## src/pkg/gpep_pkg.sv

```systemverilog
// Package for the 8-bit GPIO port with edge detection: offsets, resets, widths
`default_nettype none
package gpep_pkg;
  localparam int GPEP_W = 8;
  // Register word offsets (byte addresses)
  localparam logic [5:0] OFS_PIN_LEVEL = 6'h00;
  localparam logic [5:0] OFS_DIRECTION = 6'h04;
  localparam logic [5:0] OFS_OUT_LATCH = 6'h08;
  localparam logic [5:0] OFS_ANALOG_SEL = 6'h0C;
  localparam logic [5:0] OFS_WEAK_PULLUP = 6'h10;
  localparam logic [5:0] OFS_OPEN_DRAIN = 6'h14;
  localparam logic [5:0] OFS_SLEW_LIMIT = 6'h18;
  localparam logic [5:0] OFS_IN_THRESH = 6'h1C;
  localparam logic [5:0] OFS_RISE_EN = 6'h20;
  localparam logic [5:0] OFS_FALL_EN = 6'h24;
  localparam logic [5:0] OFS_EDGE_FLAGS = 6'h28;
  localparam logic [5:0] OFS_EDGE_CTRL = 6'h2C;
  // Edge control register fields
  localparam int BIT_MASTER_EN = 0;
  localparam int BIT_SUMMARY = 1;
  // Reset values
  localparam logic [7:0] RST_DIRECTION = 8'hFF;
  localparam logic [7:0] RST_OUT_LATCH = 8'h00;
  localparam logic [7:0] RST_ANALOG_SEL = 8'hFF;
  localparam logic [7:0] RST_WEAK_PULLUP = 8'h00;
  localparam logic [7:0] RST_OPEN_DRAIN = 8'h00;
  localparam logic [7:0] RST_SLEW_LIMIT = 8'hFF;
  localparam logic [7:0] RST_IN_THRESH = 8'hFF;
  localparam logic [7:0] RST_EDGE_EN = 8'h00;
  localparam logic [7:0] RST_ZERO = 8'h00;
endpackage : gpep_pkg
`default_nettype wire

```

## src/gpep_port.sv

```systemverilog
// GPIO port with per-pin pad control, edge flags and Wishbone register access
//
// Contract
// Eight pins; direction bit 1 puts the pin driver in high impedance.
// Direction bit 0 drives the pin from its output latch.
// Pin value read returns pin levels; write goes to the output latch.
// Pin value write is read-modify-write into the output latch.
// Output latch holds the latest write via either latch or pin register.
// Direction controls drivers even for analog pins; software keeps them input.
// Threshold select picks Schmitt or TTL input for reads and edges.
// Software changes thresholds only with peripherals disabled.
// Open-drain bit makes output sink only; clear gives push-pull.
// Two-wire peripheral control forces the pin open-drain.
// Slew bit set limits slew rate; clear gives maximum rate, per pin.
// Analog select makes every digital read of that pin return zero.
// Analog select leaves digital output driving unchanged.
// Analog select resets to analog; software clears before digital input.
// Per-pin weak pull-up enable, independent for each pin.
// After reset each pin output comes from its latch; routing may override.
// Per-pin rising and falling detectors with own enables, both allowed.
// Enabled edge sets pin flag; interrupt only with master enable set.
// Master enable clear: flags still set, no interrupt raised.
// Summary flag is set whenever any pin flag is set.
// Flags clear on zero write; a coincident edge leaves the flag set.
// Software clears flags by masking only known changed bits.
// Edge interrupt wakes the device from sleep when master enable set.
// Pins are synchronised and edges found from consecutive samples.
//
// Added by the designer: the register offsets and the Wishbone interface to the registers.
`default_nettype none
module gpep_port
  import gpep_pkg::*;
(
  input wire logic SYS_CLK_I, // System clock, 40 MHz
  input wire logic SRST_I, // Synchronous reset, active high
  input wire logic [5:0] ADR_I, // Wishbone byte address
  input wire logic [31:0] DAT_I, // Wishbone write data
  output logic [31:0] DAT_O, // Wishbone read data
  input wire logic WE_I, // Wishbone write enable
  input wire logic [3:0] SEL_I, // Wishbone byte selects
  input wire logic CYC_I, // Wishbone cycle
  input wire logic STB_I, // Wishbone strobe
  output logic ACK_O, // Wishbone acknowledge
  output logic ERR_O, // Wishbone error, unmapped address
  input wire logic [7:0] PAD_ST_I, // Pad levels through Schmitt receivers
  input wire logic [7:0] PAD_TTL_I, // Pad levels through TTL receivers
  output logic [7:0] PAD_O, // Pad output value
  output logic [7:0] PAD_OE_O, // Pad output enable, high drives
  output logic [7:0] PULLUP_EN_O, // Weak pull-up enables
  output logic [7:0] SLEW_LIMIT_O, // Slew-limited drive selects
  output logic [7:0] ANALOG_EN_O, // Analog function select
  input wire logic [7:0] ALT_SEL_I, // Routed peripheral owns the pin
  input wire logic [7:0] ALT_OUT_I, // Routed peripheral output value
  input wire logic [7:0] ALT_OE_I, // Routed peripheral drive request
  input wire logic [7:0] TWI_OWN_I, // Two-wire serial peripheral owns the pin
  input wire logic SLEEP_I, // Device is in sleep state
  output logic EDGE_IRQ_O, // Edge interrupt request
  output logic WAKE_O // Wake request from sleep
);

  // Pad input synchronisers, first stage read only by the second
  logic [7:0] st_meta_ff; // Schmitt view, first stage
  logic [7:0] st_sync_ff; // Schmitt view, settled
  logic [7:0] ttl_meta_ff; // TTL view, first stage
  logic [7:0] ttl_sync_ff; // TTL view, settled
  logic [7:0] lvl_prev_ff; // Level one sample ago
  logic prev_valid_ff; // Previous sample is real
  // Software registers
  logic [7:0] dir_ff;
  logic [7:0] lat_ff;
  logic [7:0] ans_ff;
  logic [7:0] wpu_ff;
  logic [7:0] odc_ff;
  logic [7:0] slr_ff;
  logic [7:0] inl_ff;
  logic [7:0] rise_en_ff;
  logic [7:0] fall_en_ff;
  logic [7:0] flag_ff; // Sticky per-pin edge flags
  logic master_en_ff;
  // Bus answer registers
  logic ack_ff;
  logic err_ff;
  logic [31:0] dat_ff;
  // Output registers
  logic [7:0] pad_o_ff;
  logic [7:0] pad_oe_ff;
  logic [7:0] pu_ff;
  logic [7:0] slew_ff;
  logic [7:0] ana_ff;
  logic irq_ff;
  logic wake_ff;

  // Byte lane 0 carries all register data
  function automatic logic [7:0] merge_byte(input logic [7:0] old_v, input logic [31:0] wd,
                                            input logic lane);
    merge_byte = lane ? wd[7:0] : old_v;
  endfunction : merge_byte

  // Bus decode
  wire logic req = CYC_I & STB_I & ~ack_ff & ~err_ff;
  wire logic hit_pin = ADR_I == OFS_PIN_LEVEL;
  wire logic hit_dir = ADR_I == OFS_DIRECTION;
  wire logic hit_lat = ADR_I == OFS_OUT_LATCH;
  wire logic hit_ans = ADR_I == OFS_ANALOG_SEL;
  wire logic hit_wpu = ADR_I == OFS_WEAK_PULLUP;
  wire logic hit_odc = ADR_I == OFS_OPEN_DRAIN;
  wire logic hit_slr = ADR_I == OFS_SLEW_LIMIT;
  wire logic hit_inl = ADR_I == OFS_IN_THRESH;
  wire logic hit_rise = ADR_I == OFS_RISE_EN;
  wire logic hit_fall = ADR_I == OFS_FALL_EN;
  wire logic hit_flag = ADR_I == OFS_EDGE_FLAGS;
  wire logic hit_ctrl = ADR_I == OFS_EDGE_CTRL;
  wire logic mapped = hit_pin | hit_dir | hit_lat | hit_ans | hit_wpu | hit_odc | hit_slr
                      | hit_inl | hit_rise | hit_fall | hit_flag | hit_ctrl;
  wire logic wr = req & WE_I & mapped & SEL_I[0];

  // Per-register write strobes
  wire logic wr_pin = wr & hit_pin;
  wire logic wr_dir = wr & hit_dir;
  wire logic wr_lat = wr & hit_lat;
  wire logic wr_ans = wr & hit_ans;
  wire logic wr_wpu = wr & hit_wpu;
  wire logic wr_odc = wr & hit_odc;
  wire logic wr_slr = wr & hit_slr;
  wire logic wr_inl = wr & hit_inl;
  wire logic wr_rise = wr & hit_rise;
  wire logic wr_fall = wr & hit_fall;
  wire logic wr_flag = wr & hit_flag;
  wire logic wr_ctrl = wr & hit_ctrl;

  // Threshold selects receiver
  wire logic [7:0] level = (inl_ff & st_sync_ff) | (~inl_ff & ttl_sync_ff);
  // Analog pins read zero
  wire logic [7:0] dig_level = level & ~ans_ff;

  // Sample to sample edge compare
  wire logic [7:0] rise = prev_valid_ff ? (dig_level & ~lvl_prev_ff) : RST_ZERO;
  wire logic [7:0] fall = prev_valid_ff ? (~dig_level & lvl_prev_ff) : RST_ZERO;
  // Independent edge enables
  wire logic [7:0] edge_hit = (rise & rise_en_ff) | (fall & fall_en_ff);

  // Set wins over zero write
  wire logic [7:0] flag_wr = wr_flag ? (flag_ff & DAT_I[7:0]) : flag_ff;
  // Enabled edge sets flag
  wire logic [7:0] nxt_flag = flag_wr | edge_hit;
  // Summary of all flags
  wire logic summary = |flag_ff;

  // Pin write lands in latch; bits outside the byte lane keep their value
  wire logic [7:0] nxt_lat = (wr_pin | wr_lat) ? merge_byte(lat_ff, DAT_I, SEL_I[0])
                                                      : lat_ff;

  // Output source: latch by default, routed peripheral when selected
  // Latch is default source
  wire logic [7:0] src_val = (ALT_SEL_I & ALT_OUT_I) | (~ALT_SEL_I & lat_ff);
  // Direction gates driver, analog or not
  wire logic [7:0] drv_req = (ALT_SEL_I & ALT_OE_I) | (~ALT_SEL_I & ~dir_ff);
  // Two-wire ownership forces open-drain
  wire logic [7:0] od_mode = odc_ff | TWI_OWN_I;
  // Open-drain drives only lows
  wire logic [7:0] nxt_oe = drv_req & ~(od_mode & src_val);
  wire logic [7:0] nxt_pad = src_val & ~od_mode;

  // Read mux
  wire logic [7:0] rd_byte =
      hit_pin ? dig_level :
      hit_dir ? dir_ff :
      hit_lat ? lat_ff :
      hit_ans ? ans_ff :
      hit_wpu ? wpu_ff :
      hit_odc ? odc_ff :
      hit_slr ? slr_ff :
      hit_inl ? inl_ff :
      hit_rise ? rise_en_ff :
      hit_fall ? fall_en_ff :
      hit_flag ? flag_ff :
      hit_ctrl ? {6'h00, summary, master_en_ff} : RST_ZERO;

  // Two-stage synchronisers
  always_ff @(posedge SYS_CLK_I) begin
    st_meta_ff <= PAD_ST_I;
    st_sync_ff <= st_meta_ff;
    ttl_meta_ff <= PAD_TTL_I;
    ttl_sync_ff <= ttl_meta_ff;
  end

  // Previous sample; first sample after reset gives no edge
  always_ff @(posedge SYS_CLK_I) begin
    if (SRST_I) begin
      lvl_prev_ff <= RST_ZERO;
      prev_valid_ff <= 1'b0;
    end else begin
      lvl_prev_ff <= dig_level;
      prev_valid_ff <= 1'b1;
    end
  end

  // Analog select resets set, so pins start analog
  always_ff @(posedge SYS_CLK_I) begin
    if (SRST_I) begin
      ans_ff <= RST_ANALOG_SEL;
    end else if (wr_ans) begin
      ans_ff <= DAT_I[7:0];
    end
  end

  // Direction register, set means input
  always_ff @(posedge SYS_CLK_I) begin
    if (SRST_I) begin
      dir_ff <= RST_DIRECTION;
    end else if (wr_dir) begin
      dir_ff <= DAT_I[7:0];
    end
  end

  // Pull-up enables per pin
  always_ff @(posedge SYS_CLK_I) begin
    if (SRST_I) begin
      wpu_ff <= RST_WEAK_PULLUP;
    end else if (wr_wpu) begin
      wpu_ff <= DAT_I[7:0];
    end
  end

  // Open-drain selects; two-wire ownership is merged in later
  always_ff @(posedge SYS_CLK_I) begin
    if (SRST_I) begin
      odc_ff <= RST_OPEN_DRAIN;
    end else if (wr_odc) begin
      odc_ff <= DAT_I[7:0];
    end
  end

  // Slew selects per pin
  always_ff @(posedge SYS_CLK_I) begin
    if (SRST_I) begin
      slr_ff <= RST_SLEW_LIMIT;
    end else if (wr_slr) begin
      slr_ff <= DAT_I[7:0];
    end
  end

  // Threshold selects; a change can fake an edge, software picks the moment
  always_ff @(posedge SYS_CLK_I) begin
    if (SRST_I) begin
      inl_ff <= RST_IN_THRESH;
    end else if (wr_inl) begin
      inl_ff <= DAT_I[7:0];
    end
  end

  // Latest latch or pin write; pins are not sampled, so floating ones cannot leak in
  always_ff @(posedge SYS_CLK_I) begin
    if (SRST_I) begin
      lat_ff <= RST_OUT_LATCH;
    end else begin
      lat_ff <= nxt_lat;
    end
  end

  // Edge flags, clear and set already merged
  always_ff @(posedge SYS_CLK_I) begin
    if (SRST_I) begin
      flag_ff <= RST_ZERO;
    end else begin
      flag_ff <= nxt_flag;
    end
  end

  // Rising edge enables
  always_ff @(posedge SYS_CLK_I) begin
    if (SRST_I) begin
      rise_en_ff <= RST_EDGE_EN;
    end else if (wr_rise) begin
      rise_en_ff <= DAT_I[7:0];
    end
  end

  // Falling edge enables
  always_ff @(posedge SYS_CLK_I) begin
    if (SRST_I) begin
      fall_en_ff <= RST_EDGE_EN;
    end else if (wr_fall) begin
      fall_en_ff <= DAT_I[7:0];
    end
  end

  // Master interrupt enable; the summary bit beside it is read only
  always_ff @(posedge SYS_CLK_I) begin
    if (SRST_I) begin
      master_en_ff <= 1'b0;
    end else if (wr_ctrl) begin
      master_en_ff <= DAT_I[BIT_MASTER_EN];
    end
  end

  // Bus answer one cycle after request; unmapped gives error
  always_ff @(posedge SYS_CLK_I) begin
    if (SRST_I) begin
      ack_ff <= 1'b0;
      err_ff <= 1'b0;
      dat_ff <= 32'h0000_0000;
    end else begin
      ack_ff <= req & mapped;
      err_ff <= req & ~mapped;
      // Pin read returns levels
      dat_ff <= (req & ~WE_I & mapped) ? {24'h00_0000, rd_byte} : 32'h0000_0000;
    end
  end

  // Registered pad outputs and configuration copies
  always_ff @(posedge SYS_CLK_I) begin
    if (SRST_I) begin
      pad_o_ff <= RST_ZERO;
      pad_oe_ff <= RST_ZERO;
      pu_ff <= RST_WEAK_PULLUP;
      slew_ff <= RST_SLEW_LIMIT;
      ana_ff <= RST_ANALOG_SEL;
    end else begin
      // Driver enabled from direction, driven from latch
      // Analog select not in drive path
      pad_o_ff <= nxt_pad;
      pad_oe_ff <= nxt_oe;
      pu_ff <= wpu_ff;
      slew_ff <= slr_ff;
      ana_ff <= ans_ff;
    end
  end

  // Interrupt outputs, one cycle behind the flags
  always_ff @(posedge SYS_CLK_I) begin
    if (SRST_I) begin
      irq_ff <= 1'b0;
      wake_ff <= 1'b0;
    end else begin
      // Master enable gates interrupt only
      irq_ff <= summary & master_en_ff;
      // Wake on edge interrupt in sleep
      wake_ff <= summary & master_en_ff & SLEEP_I;
    end
  end

  assign DAT_O = dat_ff;
  assign ACK_O = ack_ff;
  assign ERR_O = err_ff;
  assign PAD_O = pad_o_ff;
  assign PAD_OE_O = pad_oe_ff;
  assign PULLUP_EN_O = pu_ff;
  assign SLEW_LIMIT_O = slew_ff;
  assign ANALOG_EN_O = ana_ff;
  assign EDGE_IRQ_O = irq_ff;
  assign WAKE_O = wake_ff;

endmodule : gpep_port
`default_nettype wire

```

## config.mk

```make
export PLATFORM = sky130hd
export DESIGN_NAME = gpep_port
export DESIGN_NICKNAME = d
export VERILOG_FILES = /design/src/pkg/gpep_pkg.sv /design/src/gpep_port.sv
export SDC_FILE = /design/constraint.sdc
export NUM_CORES = 1
export LEC_CHECK = 0
export BUFFER_PORTS_ARGS = -buffer_cell sky130_fd_sc_hd__buf_2
export CAP_MARGIN = 30
export CELL_PAD_IN_SITES_DETAIL_PLACEMENT = 0
export CELL_PAD_IN_SITES_GLOBAL_PLACEMENT = 2
export CORE_ASPECT_RATIO = 1.2
export CORE_MARGIN = 2
export CORE_UTILIZATION = 35
export DETAILED_ROUTE_END_ITERATION = 8
export PLACE_DENSITY = 0.84
export SYNTH_ARGS = -nofsm -noshare
export SYNTH_HDL_FRONTEND = slang
export SYNTH_SLANG_ARGS = --single-unit
```

## constraint.sdc

```tcl
create_clock -name SYS_CLK_I -period 3.5 [get_ports SYS_CLK_I]
set_input_delay 0.525 -clock SYS_CLK_I [delete_from_list [all_inputs] [get_ports SYS_CLK_I]]
set_output_delay 0.525 -clock SYS_CLK_I [all_outputs]
set_load 0.05 [all_outputs]
```

Word-level counts from Yosys, hierarchy flattened
Index checks and enable logic that the tools add are counted.
{ "op_classes": {"n_mul": 0, "magnitude_cmp": 0, "shifts": 0, "reduce_logical": 4, "bitwise_logic": 70, "n_mux": 16, "add_sub_neg": 0, "div_mod_pow": 0, "n_eq_ne": 11} }
{ "op_table": {"columns": ["op", "count"], "rows": [
  ["bitwise AND 8 bit", 15],
  ["two-way mux 8 bit", 14],
  ["inverter 8 bit", 8],
  ["OR 8 bit", 6],
  ["bitwise AND 1 bit", 24],
  ["== test 6 x 5 -> 1 bit, second input constant", 4],
  ["== test 6 bit, second input constant", 4],
  ["== test 6 x 4 -> 1 bit, second input constant", 2],
  ["OR 1 bit", 12],
  ["OR reduction 8 bit", 1],
  ["== test 6 x 3 -> 1 bit, second input constant", 1],
  ["logical NOT 6 bit", 1],
  ["inverter 1 bit", 5],
  ["two-way mux 2 bit", 1],
  ["AND reduction 2 bit", 1],
  ["OR reduction 2 bit", 1],
  ["two-way mux 1 bit", 1]
]} }
{ "totals": {"rom_bits": 0, "ram_bits": 0, "latch_bits": 0, "reg_bits": 198, "mem_count": 0} }

Logic depth before layout (Yosys ltp)
{ "depth": {"ltp_word": 17, "depth_mapped": 7} }

Worst setup path after synthesis
OpenSTA, ideal clock, no wires.
{ "synth_path": {"kind": "input -> register", "start": "input port ADR_I[1]", "end": "register flag_ff[6]", "path_buffers": 2, "path_stages": 6, "arrival_ns": 2.070, "path_slack_ns": 1.304, "setup_ns": 0.126, "path_cell_list": "or4b_4 buf_6 or4_1 buf_2 o211ai_1 o21ai_0"} }
{ "synth_via": {"elab_chain_cells": 17} }
{ "synth_rtl": {"columns": ["element", "line_no", "source"], "rows": [
  ["start, declared", "gpep_port.sv:36", "input wire logic [5:0] ADR_I,"],
  ["== test 6 x 3 -> 1 bit / logical NOT 6 bit (equally long branches)", "gpep_port.sv:102, gpep_port.sv:101", null],
  ["OR 1 bit (6 in a row)", "gpep_port.sv:113", "wire logic mapped = hit_pin | hit_dir | hit_lat | hit_ans | hit_wpu | hit_odc | hit_slr"],
  ["OR 1 bit (5 in a row)", "gpep_port.sv:114", "| hit_inl | hit_rise | hit_fall | hit_flag | hit_ctrl;"],
  ["bitwise AND 1 bit (2 in a row)", "gpep_port.sv:115", "wire logic wr = req & WE_I & mapped & SEL_I[0];"],
  ["bitwise AND 1 bit (*)", "gpep_port.sv:128", "wire logic wr_flag = wr & hit_flag;"],
  ["two-way mux 8 bit (*)", "gpep_port.sv:143", "wire logic [7:0] flag_wr = wr_flag ? (flag_ff & DAT_I[7:0]) : flag_ff;"],
  ["OR 8 bit (*)", "gpep_port.sv:145", "wire logic [7:0] nxt_flag = flag_wr | edge_hit;"],
  ["end signal, assigned", "gpep_port.sv:266", "flag_ff <= nxt_flag;"],
  ["end, declared", "gpep_port.sv:78", "logic [7:0] flag_ff;"]
]} }
Mark *: on every way between the ends. The rest lies on a longest branch, timed or not.
A chain may end at the register's enable or synchronous reset.

Worst setup path in the final report
Ends and elaborated chain as after synthesis.

==> out/qor_table.md <==
| Quantity | Reported |
|---|---|
| Top cells by area in the synthesized netlist | sky130_fd_sc_hd__dfxtp_1 (50%), sky130_fd_sc_hd__mux2i_1 (14%), sky130_fd_sc_hd__nor2_1 (4.0%) |
| Later-pin clock latency in the skew report | 430 ps |
| Post-synth EDFFs | 0 |
| Overall track demand over capacity in global routing | 17.9% |
| Number of synthesized register bits | 174 |
| Postcts setup bufs | 0 |
| Post-synthesis cell area | 7000 µm² |
| Share of Yosys cell area claimed by the top area cell type | 49.8% |
| Final worst path period share | 59.0% |
| Synthesized netlist cell count | 703 |
| Count of nets after finishing | 918 |
| Fraction of layout instances using a drive strength above 1 | 24.9% |
| Main synth FF type | sky130_fd_sc_hd__dfxtp_1 |
| Via count of the routed design | 5298 |
| Portion of total power attributed to combinational logic | 7.3% |
| Wire length of the first global-routing pass | 28.9 mm |
| Data arrival at the endpoint of the critical path | 2380 ps |
| Power consumption | 4140 µW |
| WHS | 188 ps |
| Max IR drop VDD | 0.340 mV |
| Worst setup margin | 1430 ps |
| # H-tree levels | 4 |
| Quantity of I/O buffers inserted on ports | 120 |
| Area growth from synthesis to final layout | 19.9% |
| Residual antenna-violating net count after detailed routing | 0 |
| Number of fill cells in the layout | 1936 |
| Number of inserted diodes | 0 |
| Cell type with the highest aggregate area in the netlist | sky130_fd_sc_hd__dfxtp_1 |
| Sequential power share | 48.7% |
| Shortest period the worst path allows | 2070 ps |
| Post-DR vias/cell | 4.83 |
| Sequential share of the synthesized area | 49.8% |
| Switching power of the nets | 1030 µW |
| Number of endpoints with negative hold slack in the final report | 0 |
| Reg clk slew, reported paths | 70 ps |
| Clock Sink Count | 174 |
| Detailed-placement wirelength estimate | 13.1 mm |
| Setup WS pre-CTS | 984 ps |
| Total of warnings raised by yosys | 0 |
| Path type of the worst min-delay path | input port to flip-flop |
| Vertical die dimension | 159 µm |
| Total Negative Setup Slacks | 0 ps |
| Power per Cell Area | 493 nW/µm² |
| Slew of the pin with the lowest slew margin | 904 ps |
| Clock buffer count from CTS | 17 |
| Number of violations reported at the end of detailed-routing iteration 0 | 338 |
| Largest clock skew in the final design | 6.60 ps |
| Top post-synthesis cells by count | sky130_fd_sc_hd__dfxtp_1 (174), sky130_fd_sc_hd__mux2i_1 (96), sky130_fd_sc_hd__nor2_1 (75) |
| Mean post-synth cell area | 9.96 µm² |
| First-pass iteration count of the detailed router | 4 |
| Count leader, synth | sky130_fd_sc_hd__dfxtp_1 |
| Clock share of power | 44.0% |
| Fraction of power spent switching nets | 24.8% |
| Cell internal power dissipation | 3110 µW |
| Placer Congestion | 0.811 |
| Type of the setup path with the least slack | input port to flip-flop |
| CTS-repair resized insts | 0 |
| Status | finished clean |
| # DRC | 0 |
| I/O pin count | 172 |
| Routed length per instance | 16.6 µm |
| Hold-fix buffer count after cts | 0 |
| Number of antenna violations at the first check in global routing | 0 |
| Synth unique cells | 54 |
| Number of rows created at floorplan | 56 |
| Crit. End Element | flip-flop |
| Proportion of register bits with asynchronous set or reset after synthesis | 0% |
| Pin count of the biggest net entering global routing | 54 |
| Endpoints failing setup | 0 |
| Relative slew slack | 39.3% |
| Area enclosed by the die boundary | 21100 µm² |
| Effective utilization at floorplan | 35.8% |
| Final cell utilization of the core | 42.9% |
| Data required time of the critical path | 3810 ps |
| Max frequency | 0.484 GHz |
| Worst Setup Start Kind | input port |
| CTS Buffer Depth | 2 |
| Wire length after detailed routing | 18.2 mm |
| Leakage Power | 0.00336 µW |
| CTS tree | yes |
| Horiz. Die Dim | 133 µm |
| Clock tree root driver cell | sky130_fd_sc_hd__clkbuf_16 |
| Overflow left after global routing | 0 |
| Number of global-route vias before repair | 4999 |
| Area inside the core boundary | 19500 µm² |
| Biggest fanout along the worst timing path | 10 |
| Count of pins over their slew limit | 0 |
| Max-capacitance violation count | 0 |
| Setup repair after global routing missed its margin | false |
-- stage by stage --
| stage | cells | area [µm²] |
|---|---|---|
| finish | 1096 | 8390 |
| global route | 1096 | 8390 |
| CTS | 1096 | 8390 |
| detailed placement | 1064 | 7820 |
| global placement | 1064 | 7820 |
| floorplan | 726 | 7090 |
-- kinds of logic (layout without fill, tap and decap cells) --
logic type	Yosys count	count (layout)	synth area share, %
compound gates	110	110	10.6
buf+inv	84	193	6.35
flops	174	174	49.8
mux	105	105	15.5
other cells	1	24	0.0536
simple gates	229	229	17.8
-- critical path: stages --
cell,delay (ps)
sky130_fd_sc_hd__buf_2,140
sky130_fd_sc_hd__or4b_4,650
sky130_fd_sc_hd__or4_1,740
sky130_fd_sc_hd__o211ai_1,220
sky130_fd_sc_hd__o21ai_0,100
-- final timing paths --
check                  from  slack [ps]             end  cells past startpoint
max                ADR_I[1]        1430      flag_ff[6]                      5
max reg2reg           ERR_O        1600      flag_ff[6]                      5
min            PAD_TTL_I[3]         190  ttl_meta_ff[3]                      1
min reg2reg  ttl_meta_ff[1]         330  ttl_sync_ff[1]                      0
-- per-layer routing --
metal  track usage, %  routed length (µm)  vias up
met5                0                   0        -
met4             7.50                 453        0
met3             3.16                 878       25
met1             24.1                8370     2457
li1                 -                   -     2675
met2             28.2                8480      141
-- placed cells by master, fill, tap and decap left out, drive strengths merged, types with 4 or more instances in the layout --
cell type,instances
dfxtp,174
buf,144
mux2i,96
nor2,75
nand2,55
o21ai,28
conb,24
nor3,21
clkbuf,21
nor4,21
a21oi,20
o211ai,18
inv,18
or2,11
nand2b,10
nor2b,10
mux2,7
a211oi,6
clkinv,6
nor4b,5
o221ai,5
o211a,5
a221oi,4
o2bb2ai,4
nand3,4
a31oi,4
-- cell type report --
cell class | instances | area, µm² | area share [%]
Sequential cell | 174 | 3480 | 41.5
Multi-Input combinational cell | 468 | 3160 | 37.7
Timing Repair Buffer | 144 | 781 | 9.31
Clock buffer | 21 | 460 | 5.49
Tap cell | 261 | 327 | 3.89
Clock inverter | 11 | 110 | 1.31
Inverter | 17 | 63.8 | 0.761
-- power by group through the flow --
stage                     Clock [µW]  Sequential (µW)  Combinational, µW
final                           1820             2010                303
after global placement             0             2060                303
after CTS                       1880             2010                304
after detailed placement           0             2060                303
after floorplan                    0             2080                204
after global routing            1970             2020                326
No activity file was read; power rests on OpenSTA's default activity.
